<file path="src/eiocb_pkg.sv">
package eiocb_pkg;
	// word offsets within the register slot (byte address = 4 * index)
	localparam logic [7:0] REG_ID = 8'h01;
	localparam logic [7:0] REG_ICS = 8'h03;
	localparam logic [7:0] REG_EXTID = 8'h05;
	localparam logic [7:0] REG_PTR = 8'h08;
	localparam logic [7:0] REG_CTRL = 8'h10;
	localparam logic [7:0] REG_DATA = 8'h11;
	localparam logic [7:0] REG_DMA = 8'h12;
	localparam logic [7:0] REG_UID = 8'h65;
	// identity values are arbitrary
	localparam logic [7:0] ID_RESET = 8'h5a;
	localparam logic [7:0] EXTID_RESET = 8'h3c;
	localparam logic [7:0] UID_RESET = 8'ha5;
	localparam logic [31:0] PTR_RESET = 32'h0000_0000;
	// interrupt control/status field layout
	localparam int ICS_EN_BIT = 7;
	localparam int ICS_REQ_BIT = 6;
	localparam int ICS_LVL_LSB = 4;
	localparam int ICS_LVL_W = 2;
	// control register field layout
	localparam int CTRL_LVL_OVR_BIT = 7;
	localparam int CTRL_LVL_LSB = 4;
	localparam int CTRL_DMA_EN_BIT = 0;
	localparam int CTRL_EVT_BIT = 1;
	localparam int SC_W = 5;
	localparam logic [2:0] LVL_MIN = 3'h3;
	localparam logic [7:0] CTRL_RESET = 8'h00;
	localparam logic [7:0] ICS_RESET = 8'h00;
	localparam logic [7:0] DATA_RESET = 8'h00;
	localparam int WAIT_CYCLES = 1;

	typedef struct packed {
		logic read;
		logic write;
		logic [7:0] addr;
		logic [31:0] wdata;
		logic [3:0] be;
	} eiocb_req_t;
endpackage

</file>
<file path="src/eiocb_slave.sv">
`timescale 1ns/1ns
`default_nettype none
// Function
// - byte-wide data sits in the low, odd-addressed byte lane.
// - the data path is built as a 32-bit slave.
// - dma is optional and the last-transfer indication is sampled.
// - register accesses are answered while dma is enabled.
// - the slot base is decoded from five select-code switches.
// - the identification and interrupt control registers exist.
// - the uncached-space identification register exists.
// - a pointer to the uncached space sits at offset eight.
// - an extension identifier register is provided.
// - the interrupt is autovectored, never vectored.
// - switches choose interrupt level three through six.
// - control register bits may override the level by software.
// - levels outside three to six are never driven.
// - the card decodes only its own 64K slot; other slots get an error response.
// - the control, data and pointer registers read back what was written.
// - reads have no side effect.
module eiocb_slave (
	input wire logic clk_i,
	input wire logic rst_n_i,
	input wire logic [20:0] avs_address_i,
	input wire logic avs_read_i,
	input wire logic avs_write_i,
	input wire logic [31:0] avs_writedata_i,
	input wire logic [3:0] avs_byteenable_i,
	output logic [31:0] avs_readdata_o,
	output logic avs_waitrequest_o,
	output logic [1:0] avs_response_o,
	input wire logic [4:0] sel_code_i,
	input wire logic [1:0] irq_lvl_sw_i,
	input wire logic event_i,
	input wire logic dma_done_n_i,
	input wire logic dma_ack_i,
	output logic [3:0] irq_o,
	output logic dma_req_o,
	output logic dma_last_o
);
	// ----------------------------------------
	// request decode
	// ----------------------------------------
	eiocb_pkg::eiocb_req_t req;
	logic hit;
	logic fire;
	logic take;
	logic busy_r;
	logic wr_ctrl;
	logic wr_data;
	logic wr_ptr;
	logic wr_ics;
	logic ics_en_r;
	logic ics_cause_r;
	logic [1:0] ics_lvl_r;
	logic [7:0] ctrl_r;
	logic [31:0] ptr_r;
	logic [7:0] data_r;
	logic [31:0] rd_nxt;
	logic [2:0] lvl;
	logic [1:0] lvl_idx;

	// slot address bits 20:16 match the switches, 64K slot
	assign hit = (avs_address_i[20:16] == sel_code_i);

	always_comb begin
		req.read = avs_read_i & hit;
		req.write = avs_write_i & hit;
		req.addr = avs_address_i[9:2];
		req.wdata = avs_writedata_i;
		req.be = avs_byteenable_i;
	end

	// ----------------------------------------
	// helpers
	// ----------------------------------------
	// byte registers only see lane 0, the low odd-addressed byte
	function automatic logic [7:0] merge8(input logic [7:0] old,
		input logic [31:0] wd, input logic [3:0] be);
		if (be[0]) begin
			merge8 = wd[7:0];
		end else begin
			merge8 = old;
		end
	endfunction

	// level 3..6 folded onto a two-bit line index
	function automatic logic [1:0] level_index(input logic [2:0] level);
		level_index = 2'(level - eiocb_pkg::LVL_MIN);
	endfunction

	// ----------------------------------------
	// handshake, one wait state
	// ----------------------------------------
	// answering never depends on dma state, so registers stay reachable
	assign fire = (avs_read_i | avs_write_i) & avs_waitrequest_o & ~busy_r;
	// the edge where the master sees waitrequest low
	assign take = busy_r & ~avs_waitrequest_o;

	always_ff @(posedge clk_i or negedge rst_n_i) begin
		if (!rst_n_i) begin
			busy_r <= 1'b0;
		end else begin
			busy_r <= fire;
		end
	end

	always_ff @(posedge clk_i or negedge rst_n_i) begin
		if (!rst_n_i) begin
			avs_waitrequest_o <= 1'b1;
		end else begin
			avs_waitrequest_o <= ~fire;
		end
	end

	// ----------------------------------------
	// write strobes
	// ----------------------------------------
	// writes land only at the take edge, never on the first edge
	assign wr_ctrl = take & req.write & (req.addr == eiocb_pkg::REG_CTRL);
	assign wr_data = take & req.write & (req.addr == eiocb_pkg::REG_DATA);
	assign wr_ptr = take & req.write & (req.addr == eiocb_pkg::REG_PTR);
	assign wr_ics = take & req.write & (req.addr == eiocb_pkg::REG_ICS);

	// ----------------------------------------
	// writable registers
	// ----------------------------------------
	always_ff @(posedge clk_i or negedge rst_n_i) begin
		if (!rst_n_i) begin
			ctrl_r <= eiocb_pkg::CTRL_RESET;
		end else if (wr_ctrl) begin
			ctrl_r <= merge8(ctrl_r, req.wdata, req.be);
		end
	end

	always_ff @(posedge clk_i or negedge rst_n_i) begin
		if (!rst_n_i) begin
			data_r <= eiocb_pkg::DATA_RESET;
		end else if (wr_data) begin
			data_r <= merge8(data_r, req.wdata, req.be);
		end
	end

	// pointer is a full word; byte enables are not honoured here
	always_ff @(posedge clk_i or negedge rst_n_i) begin
		if (!rst_n_i) begin
			ptr_r <= eiocb_pkg::PTR_RESET;
		end else if (wr_ptr) begin
			ptr_r <= req.wdata;
		end
	end

	// ----------------------------------------
	// interrupt level
	// ----------------------------------------
	// level is always 3..6: two bits offset from the minimum
	always_comb begin
		if (ctrl_r[eiocb_pkg::CTRL_LVL_OVR_BIT]) begin
			lvl = eiocb_pkg::LVL_MIN + {1'b0,
				ctrl_r[eiocb_pkg::CTRL_LVL_LSB +: eiocb_pkg::ICS_LVL_W]};
		end else begin
			lvl = eiocb_pkg::LVL_MIN + {1'b0, irq_lvl_sw_i};
		end
		lvl_idx = level_index(lvl);
	end

	// ----------------------------------------
	// interrupt control and status
	// ----------------------------------------
	always_ff @(posedge clk_i or negedge rst_n_i) begin
		if (!rst_n_i) begin
			ics_en_r <= eiocb_pkg::ICS_RESET[eiocb_pkg::ICS_EN_BIT];
		end else if (wr_ics && req.be[0]) begin
			ics_en_r <= req.wdata[eiocb_pkg::ICS_EN_BIT];
		end
	end

	// write one clears the cause; an event in the same cycle wins
	always_ff @(posedge clk_i or negedge rst_n_i) begin
		if (!rst_n_i) begin
			ics_cause_r <= eiocb_pkg::ICS_RESET[eiocb_pkg::ICS_REQ_BIT];
		end else if (event_i) begin
			ics_cause_r <= 1'b1;
		end else if (wr_ics && req.be[0]
			&& req.wdata[eiocb_pkg::ICS_REQ_BIT]) begin
			ics_cause_r <= 1'b0;
		end
	end

	// level field is read-only, it mirrors the live selection
	always_ff @(posedge clk_i or negedge rst_n_i) begin
		if (!rst_n_i) begin
			ics_lvl_r <= 2'h0;
		end else begin
			ics_lvl_r <= lvl_idx;
		end
	end

	// ----------------------------------------
	// request lines
	// ----------------------------------------
	// one-hot lines for levels 3..6; level 2 is never touched
	always_ff @(posedge clk_i or negedge rst_n_i) begin
		if (!rst_n_i) begin
			irq_o <= 4'h0;
		end else begin
			irq_o <= 4'h0;
			if (ics_en_r && ics_cause_r) begin
				irq_o[lvl_idx] <= 1'b1;
			end
		end
	end

	// ----------------------------------------
	// dma
	// ----------------------------------------
	// request stops once the last transfer has been seen
	always_ff @(posedge clk_i or negedge rst_n_i) begin
		if (!rst_n_i) begin
			dma_req_o <= 1'b0;
		end else if (ctrl_r[eiocb_pkg::CTRL_DMA_EN_BIT] && !dma_last_o) begin
			dma_req_o <= 1'b1;
		end else begin
			dma_req_o <= 1'b0;
		end
	end

	// sticky until software drops the enable
	always_ff @(posedge clk_i or negedge rst_n_i) begin
		if (!rst_n_i) begin
			dma_last_o <= 1'b0;
		end else if (!ctrl_r[eiocb_pkg::CTRL_DMA_EN_BIT]) begin
			dma_last_o <= 1'b0;
		end else if (dma_ack_i && !dma_done_n_i) begin
			dma_last_o <= 1'b1;
		end
	end

	// ----------------------------------------
	// read path, side-effect free
	// ----------------------------------------
	// pure mux: nothing here feeds back into any register
	always_comb begin
		rd_nxt = 32'h0000_0000;
		case (req.addr)
			eiocb_pkg::REG_ID: begin
				rd_nxt[7:0] = eiocb_pkg::ID_RESET;
			end
			eiocb_pkg::REG_ICS: begin
				rd_nxt[eiocb_pkg::ICS_EN_BIT] = ics_en_r;
				rd_nxt[eiocb_pkg::ICS_REQ_BIT] = ics_cause_r;
				rd_nxt[eiocb_pkg::ICS_LVL_LSB +: eiocb_pkg::ICS_LVL_W] = ics_lvl_r;
			end
			eiocb_pkg::REG_EXTID: begin
				rd_nxt[7:0] = eiocb_pkg::EXTID_RESET;
			end
			eiocb_pkg::REG_PTR: begin
				rd_nxt = ptr_r;
			end
			eiocb_pkg::REG_CTRL: begin
				rd_nxt[7:0] = ctrl_r;
			end
			eiocb_pkg::REG_DATA: begin
				rd_nxt[7:0] = data_r;
			end
			eiocb_pkg::REG_DMA: begin
				rd_nxt[1:0] = {dma_last_o, dma_req_o};
			end
			eiocb_pkg::REG_UID: begin
				rd_nxt[7:0] = eiocb_pkg::UID_RESET;
			end
			default: begin
				rd_nxt = 32'h0000_0000;
			end
		endcase
	end

	// ----------------------------------------
	// bus answer
	// ----------------------------------------
	// data stands from the fire edge until the next access
	always_ff @(posedge clk_i or negedge rst_n_i) begin
		if (!rst_n_i) begin
			avs_readdata_o <= 32'h0000_0000;
		end else if (fire) begin
			if (req.read) begin
				avs_readdata_o <= rd_nxt;
			end else begin
				avs_readdata_o <= 32'h0000_0000;
			end
		end
	end

	// a foreign slot still gets an answer, so the bus never hangs
	always_ff @(posedge clk_i or negedge rst_n_i) begin
		if (!rst_n_i) begin
			avs_response_o <= 2'h0;
		end else if (fire) begin
			avs_response_o <= hit ? 2'h0 : 2'h2;
		end
	end
endmodule
`default_nettype wire

</file>
<file path="config.mk">
export PLATFORM = sky130hd
export DESIGN_NAME = eiocb_slave
export DESIGN_NICKNAME = d
export VERILOG_FILES = /design/src/eiocb_pkg.sv /design/src/eiocb_slave.sv
export SDC_FILE = /design/constraint.sdc
export NUM_CORES = 1
export LEC_CHECK = 0
export BUFFER_PORTS_ARGS = -buffer_cell sky130_fd_sc_hd__buf_4
export CAP_MARGIN = 40
export CORE_ASPECT_RATIO = 0.5
export CORE_MARGIN = 2
export CORE_UTILIZATION = 40
export CTS_CLUSTER_DIAMETER = 40
export DETAILED_ROUTE_END_ITERATION = 10
export PLACE_DENSITY = 0.71
export SKIP_LAST_GASP = 1
export SYNTH_ARGS = -nofsm -noshare
export SYNTH_HDL_FRONTEND = slang
export SYNTH_SLANG_ARGS = --single-unit
</file>
<file path="constraint.sdc">
create_clock -name clk_i -period 3.1 [get_ports clk_i]
set_clock_uncertainty 0.15 [all_clocks]
set_input_delay 0.62 -clock clk_i [delete_from_list [all_inputs] [get_ports clk_i]]
set_output_delay 0.62 -clock clk_i [all_outputs]
set_load 0.1 [all_outputs]
</file>
==> flow_metrics.env <==
export IMPL_rr_worst_depth=6
export IMPL_critPathRequiredTime_ns=3.20
export IMPL_start_util_pct=41.5
export IMPL_worst_path_most_repeated_cell="nor3_1"
export IMPL_grt_pass1_vias=2693
export IMPL_period_share_pct=77.0
export IMPL_root_buffer="clkbuf_16"
export IMPL_nets=470
export IMPL_post_cts_buffers=0
export IMPL_syn_nets=363
export IMPL_postSynthAreaPerCell_um2=13.5
export IMPL_outcome="complete, no violations"
export IMPL_clkTransAtPathRegs_ns=0.06
export IMPL_synth_cell_type_count=51
export IMPL_grt_pass1_wl_um=13900
export IMPL_htreeDepth=3
export IMPL_die_width_um=144
export IMPL_critPathCaptureType="register"
export IMPL_cts_inserted_buffers=9
export IMPL_pin_count=112
export IMPL_clk_insertion_delay_late_ns=0.33
export IMPL_grt_usage_pct=17.0
export IMPL_ys_dominant_reg_cell="dfrtp_1"
export IMPL_tns_ns=0
export IMPL_power_leakage_uw=0.00263
export IMPL_netlist_area_leader_share_pct=58.4
export IMPL_worstReg2RegEnd="avs_readdata_o[11]"
export IMPL_drcViolationCount=0
export IMPL_hp_class="input port to asynchronous set/reset pin"
export IMPL_post_dp_hpwl_um=6240
export IMPL_die_h_um=74.2
export IMPL_hold_viol=0
export IMPL_async_reset_ff_share_pct=100
export IMPL_yosysTopAreaCell="dfrtp_1"
export IMPL_drive_gt1_share_pct=47.5
export IMPL_synthMostInstantiatedCell="dfrtp_1"
export IMPL_cts_sinks=93
export IMPL_seq_area_frac_synth_pct=59.0
export IMPL_antenna_found_initial=0
export IMPL_holdBufCountCts=0
export IMPL_dieArea_um2=10700
export IMPL_diodes=0
export IMPL_crit_type="input port to register"
export IMPL_synth_edf_count=0
export IMPL_ys_ff_latch=93
export IMPL_max_stage_delay_ns=0.69
export IMPL_rsz0062_at_grt="false"
export IMPL_numPortBuffers=99
export IMPL_row_count=25
export IMPL_core_area_um2=9510
export IMPL_synth_cells=292
export IMPL_synth_area_leaders="dfrtp_1, mux2_2, a22o_1, mux2_4, nand2_1"
export IMPL_fin_crit_ns=2.39
export IMPL_gp_congestion=0.787
export IMPL_drt_pass1_iter_count=4
export IMPL_cap_violations=0
export IMPL_rr_startpoint="avs_waitrequest_o"
export IMPL_worstPathArrival_ns=2.49
export IMPL_grt_max_degree=51
export IMPL_via_per_inst=5.18
export IMPL_grt_overflow_total=0
export IMPL_start_kind="input port"
export IMPL_wl_per_cell_um=16.1
export IMPL_p_per_area_nw_per_um2=526
export IMPL_slew_viol_final=0
export IMPL_finalPower_uw=2740
export IMPL_ctsLongestPathBuffers=2
export IMPL_slew_headroom_pct=58.0
export IMPL_tightest_slew_ns=0.630
export IMPL_drt_initial_drc_count=242
export IMPL_syn_area_um2=3940
export IMPL_area_delta_synth_final_pct=32.1
export IMPL_ys_warn_count=0
export IMPL_via_count=2793
export IMPL_ant_nets=0
export IMPL_clock_fmax_ghz=0.419
export IMPL_totalWireLength_um=8700
export IMPL_cp_slowest_cell="or4b_2"
export IMPL_setup_viol=0
export IMPL_netlist_top_cells_count="dfrtp_1, mux2_2, a22o_1, nand2_1, nor2_1"
export IMPL_cts_resized=0
export IMPL_crit_chain="buf_4, or4b_2, nor3_1, nor3_1, a21o_1, a22oi_2"
export IMPL_cp_max_fo=12
export IMPL_cts_tree="yes"
export IMPL_peakVddDrop_v=0.000258
export IMPL_regToRegSetupSlack_ns=0.99
-- cells by family after synthesis --
family | Yosys count | share of synthesized area, %
multiplexers | 52 | 15.6
AO/OA/AOI/OAI | 59 | 12.2
other | 1 | 0.0951
XOR/XNOR | 6 | 1.33
flip-flops | 93 | 59.0
buffers and inverters | 22 | 2.60
AND/OR/NAND/NOR | 59 | 9.11
-- critical path: cells and delay by family --
family	cells	cell delay (ns)
AOI/OAI and AO/OA	2	0.47
buffers and inverters	1	0.16
and+or+nand+nor	3	1.23
-- layout by cell type (no fill, tap or decap), types with 3 or more instances in the layout --
master,instances
clkbuf_16,9
xnor2_1,5
mux2_4,8
buf_4,111
nor2_1,9
mux2_2,42
nor2b_1,6
nor3_1,5
a22o_1,26
a221o_1,3
a22oi_1,3
nand2b_1,6
dfrtp_1,92
inv_1,6
nand2_1,15
nand3_1,5
a21oi_1,4
-- how the worst max path moves through the flow --
stage | start | endpoint
2_1_floorplan | avs_waitrequest_o | avs_readdata_o[10]
3_3_place_gp | avs_address_i[7] | data_r[7]
3_5_place_dp | avs_address_i[7] | data_r[6]
4_1_cts | avs_address_i[6] | avs_readdata_o[5]
5_1_grt | avs_address_i[6] | avs_readdata_o[5]
6_report | avs_address_i[6] | avs_readdata_o[5]
-- sequential cells by signal, summed over array words and instances (netlist names), 2 cells and up --
register and cells:
avs_readdata_o 32, ctrl_r 8, data_r 8, ics_lvl_r 2, irq_o 4, ptr_r 32
-- through the flow --
stage	cell area [um2]	setup WS (ns)	hold WS, ns	util, %	instances
2_1_floorplan	3940	0.628	0.174	-	292
3_3_place_gp	4900	0.433	0.318	51.5	523
3_5_place_dp	4900	0.409	0.325	51.5	523
4_1_cts	5210	0.739	0.181	54.8	539
5_1_grt	5210	0.656	0.204	54.8	539
6_report	5210	0.713	0.156	54.8	539
-- cell type report --
class	count	area, um2
clock buffers	11	253
clock inverters	5	57.6
fillers	833	4300
inverters	6	22.5
multi-input cells	177	1530
flip-flops and latches	93	2330
well taps	135	169
repair buffers	112	853
-- power by group --
part | switching [uW] | total [uW] | internal, uW
Clock | 452 | 1120 | 671
Sequential | 15.6 | 1260 | 1240
Combinational | 258 | 363 | 105
-- layer usage --
metal	global-route usage, %	wire (um)
met5	0	0
met4	3.88	53
met3	4.44	485
met2	28.3	4350
met1	23.0	3810
Note: power is estimated with default switching activity, not from simulation.
